===== src/include/gimlb_consts.svh =====
// Constants for the global interrupt mask, vector status and loopback block
`ifndef GIMLB_CONSTS_SVH
`define GIMLB_CONSTS_SVH

// ****************************************
// Register offsets
// ****************************************
`define GIMLB_ADDR_MASK_ONE 12'h902
`define GIMLB_ADDR_MASK_TWO 12'h903
`define GIMLB_ADDR_LOOPBACK 12'h904
`define GIMLB_ADDR_STAT_ONE 12'h910
`define GIMLB_ADDR_STAT_TWO 12'h911

// ****************************************
// Reset values and writable bits
// ****************************************
`define GIMLB_MASK_RST 16'h0000
`define GIMLB_LOOP_RST 16'h0000
`define GIMLB_LOOP_WMASK 16'hFFC0

// ****************************************
// Loopback field positions
// ****************************************
`define GIMLB_BP_ALL_BIT 15
`define GIMLB_BP_PAIR_LSB 11
`define GIMLB_LN_ALL_BIT 10
`define GIMLB_LN_PAIR_LSB 6

// ****************************************
// Vector layout: four bits per framer
// ****************************************
`define GIMLB_KIND_SYNC 0
`define GIMLB_KIND_RXLINE 1
`define GIMLB_KIND_ELASTIC 2
`define GIMLB_KIND_HDLC 3
`define GIMLB_BITS_PER_FR 4

`endif


===== src/include/gimlb_pkg.sv =====
// Types shared by the global interrupt mask and loopback block
`default_nettype none
package gimlb_pkg;
	// Host port access state, one-hot
	typedef enum logic [2:0] {
		ST_IDLE = 3'h1,
		ST_WRITE = 3'h2,
		ST_READ = 3'h4
	} gimlb_state_t;

	// Loopback controls as seen by the cross-connect
	typedef struct packed {
		logic bp_all;
		logic [3:0] bp_pair;
		logic ln_all;
		logic [3:0] ln_pair;
	} gimlb_loop_t;
endpackage
`default_nettype wire


===== src/include/gimlb_xc_if.sv =====
// Signals between the register bank and the loopback cross-connect
`default_nettype none
interface gimlb_xc_if #(parameter int NFR = 8);
	gimlb_pkg::gimlb_loop_t loop;
	logic rate_8m;
	logic [NFR-1:0] bp_out;
	logic [NFR-1:0] bp_in_pin;
	logic [NFR-1:0] bp_in_fr;
	logic [NFR-1:0] tx_p;
	logic [NFR-1:0] tx_n;
	logic [NFR-1:0] rx_p_pin;
	logic [NFR-1:0] rx_n_pin;
	logic [NFR-1:0] rx_p_fr;
	logic [NFR-1:0] rx_n_fr;

	modport ctl (output loop, rate_8m, bp_out, bp_in_pin, tx_p, tx_n, rx_p_pin, rx_n_pin,
		input bp_in_fr, rx_p_fr, rx_n_fr);
	modport xc (input loop, rate_8m, bp_out, bp_in_pin, tx_p, tx_n, rx_p_pin, rx_n_pin,
		output bp_in_fr, rx_p_fr, rx_n_fr);
endinterface
`default_nettype wire

===== src/core/gimlb_top.sv =====
// Global interrupt vector mask, vector status and framer loopback registers
`include "gimlb_consts.svh"
`default_nettype none
module gimlb_top #(
	parameter int NFR = 8
) (
	// Clock and reset
	input wire logic clk,
	input wire logic nrst,

	// Host parallel port
	input wire logic host_cs_n,
	input wire logic host_rd_n,
	input wire logic host_wr_n,
	input wire logic [11:0] host_addr,
	input wire logic [15:0] host_data_in,
	output logic [15:0] host_data_out,
	output logic host_data_oe,

	// Rate selection pin, high for 8.192 Mbit/s
	input wire logic rate_8m_sel,

	// Per-framer interrupt sources, any-bit-set summaries
	input wire logic [NFR-1:0] fr_sync_src,
	input wire logic [NFR-1:0] fr_rxline_src,
	input wire logic [NFR-1:0] fr_elastic_src,
	input wire logic [NFR-1:0] fr_elastic_stat,
	input wire logic [NFR-1:0] fr_hdlc_src,

	// Aggregated vector status
	output logic [4*NFR-1:0] vector_status,

	// Backplane streams
	input wire logic [NFR-1:0] fr_backplane_serial_out,
	output logic [NFR-1:0] backplane_serial_out,
	input wire logic [NFR-1:0] backplane_serial_in,
	output logic [NFR-1:0] fr_backplane_serial_in,

	// Line streams
	input wire logic [NFR-1:0] fr_line_tx_positive,
	input wire logic [NFR-1:0] fr_line_tx_negative,
	output logic [NFR-1:0] line_tx_positive,
	output logic [NFR-1:0] line_tx_negative,
	input wire logic [NFR-1:0] line_rx_positive,
	input wire logic [NFR-1:0] line_rx_negative,
	output logic [NFR-1:0] fr_line_rx_positive,
	output logic [NFR-1:0] fr_line_rx_negative
);
	// ****************************************
	// Pin synchronisers
	// ****************************************
	logic [2:0] ctl_s1_q;
	logic [2:0] ctl_s2_q;
	logic [11:0] addr_s1_q;
	logic [11:0] addr_s2_q;
	logic [15:0] din_s1_q;
	logic [15:0] din_s2_q;
	logic rate_s1_q;
	logic rate_s2_q;
	logic [NFR-1:0] bpi_s1_q;
	logic [NFR-1:0] bpi_s2_q;
	logic [NFR-1:0] rxp_s1_q;
	logic [NFR-1:0] rxp_s2_q;
	logic [NFR-1:0] rxn_s1_q;
	logic [NFR-1:0] rxn_s2_q;

	// Host strobes, address and data pass two stages before use
	always_ff @(posedge clk or negedge nrst) begin
		if (!nrst) begin
			ctl_s1_q <= 3'h7;
			ctl_s2_q <= 3'h7;
			addr_s1_q <= 12'h000;
			addr_s2_q <= 12'h000;
			din_s1_q <= 16'h0000;
			din_s2_q <= 16'h0000;
			rate_s1_q <= 1'b0;
			rate_s2_q <= 1'b0;
		end else begin
			ctl_s1_q <= {host_cs_n, host_rd_n, host_wr_n};
			ctl_s2_q <= ctl_s1_q;
			addr_s1_q <= host_addr;
			addr_s2_q <= addr_s1_q;
			din_s1_q <= host_data_in;
			din_s2_q <= din_s1_q;
			rate_s1_q <= rate_8m_sel;
			rate_s2_q <= rate_s1_q;
		end
	end

	// Receive pins from the outside world
	always_ff @(posedge clk or negedge nrst) begin
		if (!nrst) begin
			bpi_s1_q <= '0;
			bpi_s2_q <= '0;
			rxp_s1_q <= '0;
			rxp_s2_q <= '0;
			rxn_s1_q <= '0;
			rxn_s2_q <= '0;
		end else begin
			bpi_s1_q <= backplane_serial_in;
			bpi_s2_q <= bpi_s1_q;
			rxp_s1_q <= line_rx_positive;
			rxp_s2_q <= rxp_s1_q;
			rxn_s1_q <= line_rx_negative;
			rxn_s2_q <= rxn_s1_q;
		end
	end

	// ****************************************
	// Host access sequencing
	// ****************************************
	logic cs_act;
	logic rd_act;
	logic wr_act;
	logic wr_commit;
	gimlb_pkg::gimlb_state_t state_q;
	gimlb_pkg::gimlb_state_t state_d;

	assign cs_act = !ctl_s2_q[2];
	assign rd_act = cs_act && !ctl_s2_q[1];
	assign wr_act = cs_act && !ctl_s2_q[0];
	// Data is taken when the write strobe ends, so the bus has settled
	assign wr_commit = (state_q == gimlb_pkg::ST_WRITE) && !wr_act;

	// Next access state
	always_comb begin
		state_d = state_q;
		unique case (state_q)
			gimlb_pkg::ST_IDLE: begin
				if (wr_act) begin
					state_d = gimlb_pkg::ST_WRITE;
				end else if (rd_act) begin
					state_d = gimlb_pkg::ST_READ;
				end
			end
			gimlb_pkg::ST_WRITE: begin
				if (!wr_act) begin
					state_d = gimlb_pkg::ST_IDLE;
				end
			end
			gimlb_pkg::ST_READ: begin
				if (!rd_act) begin
					state_d = gimlb_pkg::ST_IDLE;
				end
			end
			default: begin
				state_d = gimlb_pkg::ST_IDLE;
			end
		endcase
	end

	// Access state register
	always_ff @(posedge clk or negedge nrst) begin
		if (!nrst) begin
			state_q <= gimlb_pkg::ST_IDLE;
		end else begin
			state_q <= state_d;
		end
	end

	// Address and data follow the bus while the write strobe is low, then hold
	logic [11:0] wr_addr_q;
	logic [15:0] wr_data_q;
	always_ff @(posedge clk or negedge nrst) begin
		if (!nrst) begin
			wr_addr_q <= 12'h000;
			wr_data_q <= 16'h0000;
		end else if (wr_act) begin
			wr_addr_q <= addr_s2_q;
			wr_data_q <= din_s2_q;
		end
	end

	// ****************************************
	// Control registers
	// ****************************************
	logic [15:0] mask_one_q;
	logic [15:0] mask_two_q;
	logic [15:0] loop_q;

	// Vector masks, cleared at reset so nothing is masked
	always_ff @(posedge clk or negedge nrst) begin
		if (!nrst) begin
			mask_one_q <= `GIMLB_MASK_RST;
			mask_two_q <= `GIMLB_MASK_RST;
		end else if (wr_commit) begin
			if (wr_addr_q == `GIMLB_ADDR_MASK_ONE) begin
				mask_one_q <= wr_data_q;
			end
			if (wr_addr_q == `GIMLB_ADDR_MASK_TWO) begin
				mask_two_q <= wr_data_q;
			end
		end
	end

	// Loopback register; unused low bits never store
	always_ff @(posedge clk or negedge nrst) begin
		if (!nrst) begin
			loop_q <= `GIMLB_LOOP_RST;
		end else if (wr_commit && wr_addr_q == `GIMLB_ADDR_LOOPBACK) begin
			loop_q <= wr_data_q & `GIMLB_LOOP_WMASK;
		end
	end

	// ****************************************
	// Vector status
	// ****************************************
	logic [4*NFR-1:0] mask_all;
	logic [4*NFR-1:0] src_all;
	logic [4*NFR-1:0] status_q;

	assign mask_all = {mask_two_q, mask_one_q};

	// Place each framer's four sources at its nibble
	function automatic int vec_pos(input int fr, input int kind);
		vec_pos = fr * `GIMLB_BITS_PER_FR + kind;
	endfunction

	// Gather sources; elastic store status joins the elastic source
	always_comb begin
		src_all = '0;
		for (int f = 0; f < NFR; f++) begin
			src_all[vec_pos(f, `GIMLB_KIND_SYNC)] = fr_sync_src[f];
			src_all[vec_pos(f, `GIMLB_KIND_RXLINE)] = fr_rxline_src[f];
			src_all[vec_pos(f, `GIMLB_KIND_ELASTIC)] = fr_elastic_src[f] | fr_elastic_stat[f];
			src_all[vec_pos(f, `GIMLB_KIND_HDLC)] = fr_hdlc_src[f];
		end
	end

	// Level status, no latching: a masked bit reads zero one clock after the mask register loads
	always_ff @(posedge clk or negedge nrst) begin
		if (!nrst) begin
			status_q <= '0;
		end else begin
			status_q <= src_all & ~mask_all;
		end
	end

	assign vector_status = status_q;

	// ****************************************
	// Read data
	// ****************************************
	logic [15:0] rd_mux;
	logic [15:0] rdata_q;
	logic oe_q;

	// Unmapped addresses read as zero
	always_comb begin
		unique case (addr_s2_q)
			`GIMLB_ADDR_MASK_ONE: rd_mux = mask_one_q;
			`GIMLB_ADDR_MASK_TWO: rd_mux = mask_two_q;
			`GIMLB_ADDR_LOOPBACK: rd_mux = loop_q & `GIMLB_LOOP_WMASK;
			`GIMLB_ADDR_STAT_ONE: rd_mux = status_q[15:0];
			`GIMLB_ADDR_STAT_TWO: rd_mux = status_q[31:16];
			default: rd_mux = 16'h0000;
		endcase
	end

	// Read data and drive enable follow the synced read strobe
	always_ff @(posedge clk or negedge nrst) begin
		if (!nrst) begin
			rdata_q <= 16'h0000;
			oe_q <= 1'b0;
		end else begin
			rdata_q <= rd_act ? rd_mux : 16'h0000;
			oe_q <= rd_act;
		end
	end

	assign host_data_out = rdata_q;
	assign host_data_oe = oe_q;

	// ****************************************
	// Loopback cross-connect
	// ****************************************
	gimlb_xc_if #(.NFR(NFR)) xc_bus ();

	// One driver for the whole control word; per-field assigns would multiply drive it
	assign xc_bus.loop = {loop_q[`GIMLB_BP_ALL_BIT], loop_q[`GIMLB_BP_PAIR_LSB +: 4],
		loop_q[`GIMLB_LN_ALL_BIT], loop_q[`GIMLB_LN_PAIR_LSB +: 4]};
	assign xc_bus.rate_8m = rate_s2_q;
	assign xc_bus.bp_out = fr_backplane_serial_out;
	assign xc_bus.bp_in_pin = bpi_s2_q;
	assign xc_bus.tx_p = fr_line_tx_positive;
	assign xc_bus.tx_n = fr_line_tx_negative;
	assign xc_bus.rx_p_pin = rxp_s2_q;
	assign xc_bus.rx_n_pin = rxn_s2_q;

	gimlb_xconn #(.NFR(NFR)) u_xconn (
		.xc (xc_bus.xc)
	);

	// Streams leave through flip-flops; pins keep carrying framer output during loops
	always_ff @(posedge clk or negedge nrst) begin
		if (!nrst) begin
			backplane_serial_out <= '0;
			line_tx_positive <= '0;
			line_tx_negative <= '0;
			fr_backplane_serial_in <= '0;
			fr_line_rx_positive <= '0;
			fr_line_rx_negative <= '0;
		end else begin
			backplane_serial_out <= fr_backplane_serial_out;
			line_tx_positive <= fr_line_tx_positive;
			line_tx_negative <= fr_line_tx_negative;
			fr_backplane_serial_in <= xc_bus.bp_in_fr;
			fr_line_rx_positive <= xc_bus.rx_p_fr;
			fr_line_rx_negative <= xc_bus.rx_n_fr;
		end
	end
endmodule
`default_nettype wire


===== src/core/gimlb_xconn.sv =====
// Backplane and line loopback cross-connect
`default_nettype none
module gimlb_xconn #(
	parameter int NFR = 8
) (
	// Control and data
	gimlb_xc_if.xc xc
);
	// ****************************************
	// Partner selection
	// ****************************************
	// Framer 0 and framer 4 are the far ends of the all-framer loops
	function automatic logic far_index(input logic [2:0] idx, input logic [2:0] peer);
		far_index = (idx == 3'h0 && peer == 3'h4) || (idx == 3'h4 && peer == 3'h0);
	endfunction

	// Each receive input takes its pin unless a loop names a partner
	always_comb begin
		logic [2:0] i3;
		logic [2:0] pr;
		i3 = 3'h0;
		pr = 3'h0;
		for (int i = 0; i < NFR; i++) begin
			i3 = 3'(i);
			pr = i3 ^ 3'h4;
			xc.bp_in_fr[i] = xc.bp_in_pin[i];
			xc.rx_p_fr[i] = xc.rx_p_pin[i];
			xc.rx_n_fr[i] = xc.rx_n_pin[i];
			// Backplane: the rate-independent loop wins over a pair loop
			if (xc.loop.bp_all && far_index(i3, pr)) begin
				xc.bp_in_fr[i] = xc.bp_out[pr];
			end else if (xc.loop.bp_pair[i/2] && !xc.rate_8m) begin
				xc.bp_in_fr[i] = xc.bp_out[i ^ 1];
			end
			// Line side follows the same precedence
			if (xc.loop.ln_all && far_index(i3, pr)) begin
				xc.rx_p_fr[i] = xc.tx_p[pr];
				xc.rx_n_fr[i] = xc.tx_n[pr];
			end else if (xc.loop.ln_pair[i/2] && !xc.rate_8m) begin
				xc.rx_p_fr[i] = xc.tx_p[i ^ 1];
				xc.rx_n_fr[i] = xc.tx_n[i ^ 1];
			end
		end
	end
endmodule
`default_nettype wire


===== config.mk =====
export PLATFORM = sky130hd
export DESIGN_NAME = gimlb_top
export DESIGN_NICKNAME = d
export VERILOG_FILES = /design/src/include/gimlb_pkg.sv /design/src/include/gimlb_xc_if.sv /design/src/core/gimlb_top.sv /design/src/core/gimlb_xconn.sv
export VERILOG_INCLUDE_DIRS = /design/src /design/src/include
export SDC_FILE = /design/constraint.sdc
export NUM_CORES = 1
export LEC_CHECK = 0
export ABC_AREA = 0
export BUFFER_PORTS_ARGS = -buffer_cell sky130_fd_sc_hd__buf_2
export CAP_MARGIN = 30
export CORE_MARGIN = 3
export CORE_UTILIZATION = 30
export CTS_CLUSTER_SIZE = 40
export DETAILED_ROUTE_END_ITERATION = 10
export GPL_TIMING_DRIVEN = 0
export PLACE_DENSITY_LB_ADDON = 0.05
export SLEW_MARGIN = 25
export SYNTH_ARGS = -nofsm -noshare
export SYNTH_HDL_FRONTEND = slang
export SYNTH_SLANG_ARGS = --single-unit

===== constraint.sdc =====
create_clock -name clk -period 5.85 [get_ports clk]
set_input_delay 1.17 -clock clk [delete_from_list [all_inputs] [get_ports clk]]
set_output_delay 1.17 -clock clk [all_outputs]
set_load 0.005 [all_outputs]

-- Word-level counts from Yosys, hierarchy flattened
Index checks and enable logic that the tools add are counted.
- register bits: 282
- bits in latches: 0
- bits in writable memories: 0
- ROM bits: 0
- word-level logic and storage cells: 110
- memories: 0
- add/sub/neg operators: 0
- multipliers: 0
- div/mod/pow operators: 0
- $lt $le $gt $ge: 0
- equality and inequality tests: 14
- shift-type cells: 0
- muxes and demuxes: 37
- bitwise logic cells: 10
- reductions and logical operators: 20
- operator list (kind ; number):
    $eq 12x12->1 const B ; 8
    $pmux 16 s5 ; 1
    $and 32x32->32 ; 1
    $not 32->32 ; 1
    $mux 1 ; 30
    $mux 16 ; 1
    $logic_and 1x1->1 ; 12
    $mux 3 ; 4
    $pmux 3 s3 ; 1
    $or 1x1->1 ; 8
    $logic_not 1->1 ; 5
    $ne 2x2->1 const B ; 2
    $reduce_and 2->1 ; 2
    $eq 3x1->1 const B ; 1
    $eq 3x2->1 const B ; 1
    $eq 3x3->1 const B ; 1
    $ne 3x3->1 const B ; 1
    $reduce_and 3->1 ; 1

-- Longest topological paths before layout
Gate-level depths: netlist of the first run.
- depth after elaboration: 5
- gate-level depth with buffers: 7
- gate-level depth less buffers: 4

-- Cells and area by module
Synthesis of the first run repeated with hierarchy kept, for this count alone.
- cell total of the unflattened synthesis: 567
- area, all modules: 9487.8 µm²
- by module, submodules not included (module ; times used ; cells an instance ; area each (µm²) ; sequential area each (µm²)):
    gimlb_top ; 1 ; 514 ; 9041.2 ; 7065.5
    gimlb_xconn ; 1 ; 53 ; 446.7 ; 0.0

-- Worst setup path before layout of the first run
Ideal clock, no wire load.
- path type: reg-to-reg
- from: register ctl_s2_q[2]
- to: register mask_one_q[10]
- data arrival time: 1.852 ns
- required time: 5.725 ns
- slack: 3.873 ns
- cell stages (with the launch flop): 7
- buffers on the path: 2
- clock period less this slack: 1.977 ns
- cells stage by stage: dfstp_2 or2_1 clkbuf_2 nand4_1 nor4b_4 buf_6 mux2_2
- word-level cells in the longest chain between the ends: 5
- RTL lines (element ; line ; text):
    from (decl) ; gimlb_top.sv:53 ; logic [2:0] ctl_s2_q;
    from (signal assigned) ; gimlb_top.sv:80 ; ctl_s2_q <= ctl_s1_q;
    $logic_not 1->1 ; gimlb_top.sv:119 ; assign cs_act = !ctl_s2_q[2];
    $logic_and 1x1->1 ; gimlb_top.sv:121 ; assign wr_act = cs_act && !ctl_s2_q[0];
    $logic_not 1->1 ; n/a ;
    $logic_and 1x1->1 ; gimlb_top.sv:123 ; assign wr_commit = (state_q == gimlb_pkg::ST_WRITE) && !wr_act;
    $reduce_and 2->1 (no source line) ; n/a ;
    to (signal assigned) ; gimlb_top.sv:184 ; mask_one_q <= `GIMLB_MASK_RST;
    to (signal assigned) ; gimlb_top.sv:188 ; mask_one_q <= wr_data_q;
    to (decl) ; gimlb_top.sv:177 ; logic [15:0] mask_one_q;
No other way between the ends.
A chain may end at the register's enable or synchronous reset.

-- Worst setup path in the final report of the first run
- from: register ctl_s2_q[2]
- to: register mask_one_q[13]
The elaborated chain is that of the path after synthesis.

==> results of run 1 <==
[layer usage]
metal	share of wire, %	up-vias	track usage (%)	wire length, um
li1	-	2472	-	-
met1	44	2750	18.1	9690
met2	47	165	21.1	10500
met3	6.9	39	3.29	1520
met4	1.9	4	3.14	418
met5	0.15	-	0	34
[worst max-delay path, stage by stage (launching register included)]
cell and delay (ns):
dfstp_2 0.55, or2_1 0.10, clkbuf_2 0.17, nand4_1 0.24, nor4b_4 0.69, buf_6 0.28
mux2_2 0.35
[path summary, 6_finish.rpt]
check                                    to  depth (start not counted)           from  slack [ns]
max                          mask_one_q[13]                          6    ctl_s2_q[2]        3.35
min                           addr_s2_q[10]                          0  addr_s1_q[10]        0.35
max reg2reg                  mask_one_q[13]                          6    ctl_s2_q[2]        3.35
min reg2reg                   addr_s2_q[10]                          0  addr_s1_q[10]        0.35
max in group asynchronous      wr_data_q[9]                          4           nrst        3.83
min in group asynchronous  vector_status[3]                          1           nrst        0.56
[final cells by class]
class | instances | area (um2)
fillers | 2952 | 18500
flip-flops and latches | 282 | 7070
multi-input cells | 265 | 2200
repair buffers | 224 | 1220
clock buffers | 42 | 887
well taps | 396 | 495
clock inverters | 16 | 211
plain buffers | 17 | 88.8
inverters | 5 | 18.8
[power breakdown]
group / switching (W) / leakage (nW) / total, W / internal [W]
Sequential: 0.0000498 / 3.41 / 0.00210 / 0.00205
Clock: 0.000768 / 0.548 / 0.00205 / 0.00128
Combinational: 0.000110 / 1.86 / 0.000220 / 0.000111
Total: 0.000927 / 5.81 / 0.00437 / 0.00344
[cells in the final DEF (no fill, tap or decap), types with 5 or more instances in the layout]
master,n
a22oi_1,9
buf_2,221
bufinv_16,5
clkbuf_1,10
clkbuf_16,31
clkbuf_8,7
clkinv_2,9
dfrtp_1,275
dfstp_2,7
inv_1,5
mux2_2,84
mux2i_1,37
nand2_1,12
nand2b_1,9
nor2_1,35
nor2b_1,27
o21ai_0,7
o22a_1,8
o22ai_1,9
[flip-flops by register name (all words and copies together), names as in the netlist, 10 cells and up]
name	cells
vector_status	32
din_s1_q	16
din_s2_q	16
host_data_out	16
mask_one_q	16
mask_two_q	16
wr_data_q	16
addr_s1_q	12
addr_s2_q	12
wr_addr_q	12
loop_q	10
[metrics by stage]
step	power (W)	util [%]	cell area, um2	worst slack (ns)
global route	0.00456	39.7	12200	3.18
CTS	0.00445	39.6	12200	3.31
floorplan	0.00221	-	9370	3.87
global placement	0.00235	35.7	11000	-1.48
detailed placement	0.00236	36.1	11100	3.12
finish	0.00437	39.7	12200	3.35
[cell families (layout without fill, tap and decap cells)]
kind of cell / count (synthesis) / after routing / synth area share [%]
flops: 282 / 282 / 75.4
compound gates: 40 / 40 / 2.94
buf+inv: 22 / 304 / 1.13
simple gates: 102 / 102 / 6.27
mux: 122 / 122 / 14.2
xor+xnor: 1 / 1 / 0.0935
==> impl_metrics.json, run 1 <==
{
  "status": "complete, no violations",
  "tightest_slew_ns": 0.961,
  "drcViolationCount": 0,
  "vdd_ir_drop_max_v": 0.000226,
  "diodes": 0,
  "post-route-period-util_pct": 42.7,
  "cts.repair.resized": 0,
  "hold_slack_ns": 0.345,
  "power_density_nw_per_um2": 358,
  "drv_cap": 0,
  "grt_usage_pct": 13.1,
  "drv_slew": 0,
  "cts_buffers": 31,
  "layout.cells.non_filler": 1247,
  "syn_area_per_cell_um2": 16.5,
  "synth_fp_nets": 691,
  "yosysWarnings": 0,
  "p_leak_nw": 5.81,
  "yosysSeqAreaShare_pct": 75.4,
  "grt_max_degree": 85,
  "clock_sinks": 282,
  "synth-edff-count": 0,
  "synthTopCellsByArea": "dfrtp_1, mux2_2, mux2i_1, dfstp_2, nor2b_1",
  "crit_arrival_ns": 2.92,
  "numPortBuffers": 218,
  "start_util_pct": 30.6,
  "period_needed_ns": 2.50,
  "synth_ff_type": "dfrtp_1",
  "fin_worst_skew_ns": 0.00836,
  "io_pins": 219,
  "cp-end-kind": "flop",
  "viasPerCell": 4.35,
  "drt_iter0_drc": 212,
  "syn_to_final_growth_pct": 30.0,
  "cts_buffer_depth": 3,
  "grt_pass1_vias": 5991,
  "antenna_left": 0,
  "ctsRootBufferMaster": "clkbuf_16",
  "dr.pass1.iters": 4,
  "cts_tree": "done",
  "start_kind": "flop",
  "place_hpwl_um": 15100,
  "dpl.cell_count": 1187,
  "path_max_fanout": 10,
  "synth.most_common_cell": "dfrtp_1",
  "max_freq_mhz": 401,
  "htreeDepth": 1,
  "wl_per_cell_um": 17.7,
  "die-area_um2": 33400,
  "grt_pass1_wl_um": 34100,
  "finalHoldViolCount": 0,
  "row_count": 64,
  "grt-ovfl-total": 0,
  "finalWirelength_um": 22100,
  "clkTransAtPathRegs_ns": 0.06,
  "core-area_um2": 30700,
  "setup_tns_ns": 0,
  "setup_viol": 0,
  "dieWidth_um": 183,
  "synth_area_um2": 9370,
  "synth_cell_types": 40,
  "synthCells": 569,
  "relSlewSlack_pct": 35.9,
  "drive_gt1_share_pct": 45.4,
  "yosys-top-cells-count": "dfrtp_1, mux2_2, mux2i_1",
  "gp_congestion": 0.687,
  "synth_top_cell_by_area": "dfrtp_1",
  "cts_setup_buffers": 0,
  "required_ns": 6.27,
  "die_h_um": 183,
  "clkLatencyLatePin_ns": 0.54,
  "nets": 948,
  "ys_seq_elements": 282,
  "synth_top_area_share_pct": 73.4,
  "hp-class": "flop to flop",
  "antenna_found_initial": 2,
  "ys_async_sr_fraction_pct": 100,
  "vias": 5430,
  "path_class": "flop to flop",
  "ctsHoldBuffers": 0,
  "rsz0062_at_grt": "no"
}
No activity file was read; power rests on OpenSTA's default activity.
==> run 2, diff against run 1 <==
ABC_AREA = 1   (was 0)
clock period = 2.3 ns   (was 5.85 ns; I/O delays follow)
==> run 2 against run 1 <==
Net effect: cell count increased by 24%; maximum frequency increased by 34%; register-to-register slack got worse by 2.9 ns; clock-buffer cell count increased by 3; clock skew increased by 0.0031 ns; flip-flop and latch count unchanged; sequential share of layout area decreased by 2.8 points; worst setup slack got worse by 2.9 ns; largest power group unchanged; global-route usage increased by 1.7 points; via count increased by 22%; synthesized area increased by 2.6%; non-clock buffer count increased by 60.
==> impl_metrics.json, run 2 <==
{
  "finalHoldViolCount": 0,
  "clkLatencyLatePin_ns": 0.55,
  "cts.repair.resized": 0,
  "max_freq_mhz": 536,
  "required_ns": 2.78,
  "synth-edff-count": 0,
  "synthTopCellsByArea": "dfrtp_1, nand2_1, nand3_1, inv_1, nor2_1",
  "synthCells": 814,
  "synth_cell_types": 28,
  "timing.final.ws_setup_ns": 0.435,
  "synth_adder_area_share_pct": 0,
  "grt_pass1_wl_um": 39300,
  "vias": 6599,
  "post-route-period-util_pct": 81.1,
  "cts_buffers": 31,
  "yosysWarnings": 0,
  "fin_worst_skew_ns": 0.0115,
  "setup_viol": 0,
  "start_util_pct": 30.9,
  "largest_reg_flops": 32,
  "syn_area_per_cell_um2": 11.8,
  "drive_gt1_share_pct": 28.9,
  "synth_ff_type": "dfrtp_1",
  "nFillCells": 3063,
  "gp_congestion": 0.717,
  "cp-end-kind": "flop",
  "synth_area_um2": 9610,
  "dpl.cell_count": 1431,
  "cts_tree": "done",
  "yosys.area_share.simple_pct": 14.8,
  "ctsRootBufferMaster": "clkbuf_16",
  "relSlewSlack_pct": 62.0,
  "dr.pass1.iters": 4,
  "synth.most_common_cell": "dfrtp_1",
  "syn_to_final_growth_pct": 33.1,
  "power_w": 0.0106,
  "layout.cells.non_filler": 1544,
  "cts_buffer_depth": 3,
  "htreeDepth": 1,
  "clkTransAtPathRegs_ns": 0.06,
  "regArea_um2": 7070,
  "synth.mux.area_fraction_pct": 1.52,
  "antenna_found_initial": 0,
  "final_common_cell": "dfrtp_1",
  "grt_max_degree": 89,
  "synth_top_family_by_area": "simple AND/OR/NAND/NOR gates",
  "drv_cap": 0,
  "ys_seq_elements": 282,
  "path_class": "flop to flop",
  "dpl_worst_slack_ns": 0.406,
  "power_density_nw_per_um2": 831,
  "grt_usage_pct": 14.8,
  "antenna_left": 0,
  "drcViolationCount": 0,
  "die_h_um": 185,
  "p_leak_nw": 6.27,
  "ys_async_sr_fraction_pct": 100,
  "status": "complete, no violations",
  "tightest_slew_ns": 0.571,
  "wl_per_cell_um": 16.5,
  "synth_compound_area_share_pct": 5.19,
  "place_hpwl_um": 17900,
  "die-area_um2": 34200,
  "numPortBuffers": 218,
  "synth_fp_nets": 936,
  "synth_top_area_share_pct": 71.6,
  "clock_sinks": 282,
  "row_count": 64,
  "start_kind": "flop",
  "drv_slew": 0,
  "fin_util_pct": 41.2,
  "mostFrequentLayoutCells": "dfrtp_1, buf_2, nand2_1, inv_1, nor2_1",
  "crit_arrival_ns": 2.35,
  "rsz0062_at_grt": "no",
  "multi_input_area_um2": 2070,
  "dieWidth_um": 185,
  "synth_top_cell_by_area": "dfrtp_1",
  "path_max_fanout": 10,
  "core-area_um2": 31100,
  "io_pins": 219,
  "yosysSeqAreaShare_pct": 73.5,
  "hp-class": "primary input to flop",
  "viasPerCell": 4.27,
  "nets": 1245,
  "yosys.area_share.xor_xnor_pct": 0,
  "grt_pass1_vias": 6914,
  "drt_iter0_drc": 288,
  "diodes": 0,
  "finalWirelength_um": 25500,
  "grt-ovfl-total": 0,
  "vdd_ir_drop_max_v": 0.000659,
  "period_needed_ns": 1.87,
  "hold_slack_ns": 0.0325,
  "yosys-top-cells-count": "dfrtp_1, nand2_1, inv_1"
}
[run 2: changes by cell type after synthesis, moves of 27 or more]
cell / previous run / this run
inv_1: 5 / 87
mux2_2: 84 / 13
mux2i_1: 37 / 0
nand2_1: 12 / 124
nand3_1: 1 / 74
nor2_1: 35 / 83
nor2b_1: 27 / 0
o21ai_0: 7 / 44
o21ai_1: 0 / 43
[run 2: per-stage QoR]
stage / instance area [um2] / setup TNS (ns)
2_1_floorplan: 9610 / 0
3_3_place_gp: 11200 / -1319.70
3_5_place_dp: 11300 / 0
4_1_cts: 12800 / 0
5_1_grt: 12800 / 0
6_report: 12800 / 0
[run 2: path summary, 6_finish.rpt]
check / startpoint / end / slack (ns) / depth (start not counted)
setup / recovery: addr_s2_q[2] / host_data_out[11] / 0.43 / 8
hold / removal: fr_line_tx_negative[7] / line_tx_negative[7] / 0.03 / 1
setup reg to reg: addr_s2_q[2] / host_data_out[11] / 0.43 / 8
hold reg to reg: din_s1_q[5] / din_s2_q[5] / 0.34 / 0
max in group asynchronous: nrst / ctl_s1_q[1] / 0.66 / 4
min in group asynchronous: nrst / host_data_out[2] / 0.45 / 2
[run 2: repair_timing]
item | 4_1_cts | 5_1_grt
hold buffers | 54 | 1
endpoints found under the setup margin | 0 | 0
buffers inserted | 0 | 0
endpoints found under the hold margin | 121 | 1
[run 2: logic make-up (layout without fill, tap and decap cells)]
| kind of cell | Yosys count | count (layout) |
|---|---|---|
| buffers and inverters | 113 | 447 |
| flip-flops | 282 | 282 |
| AND/OR/NAND/NOR | 310 | 310 |
| multiplexers | 13 | 13 |
| AO/OA/AOI/OAI | 96 | 96 |
[run 2: layout make-up]
type | count | share of cell area [%]
clock inverter | 13 | 0.733
tap | 396 | 3.87
inverter | 88 | 2.58
sequential | 282 | 55.2
clock buffer | 45 | 6.71
timing repair buffer | 276 | 13.6
buffer | 25 | 1.15
multi-input combinational | 419 | 16.2
[run 2: critical path, stage by stage (launching register included)]
cell and delay [ns]:
dfrtp_1 0.43, nor2_1 0.15, nand2_1 0.08, nor2_2 0.40, buf_4 0.31, nand3_1 0.09, nand3_1 0.15, nor2_1 0.11
nor2_4 0.08
[run 2: report_power, final]
part	leakage [nW]	switching (W)	internal [W]	total, W
clock network	0.478	0.00192	0.00269	0.00461
registers	3.42	0.000100	0.00523	0.00533
logic	2.37	0.000400	0.000288	0.000688
[run 2: per-layer routing]
metal,vias up,wire length (um),global-route usage [%],share of wire [%]
met5,-,0,0,0
met4,0,496,3.06,1.9
met3,39,1250,2.75,4.9
met2,162,12100,24.3,47
met1,3189,11700,20.7,46
li1,3209,-,-,-
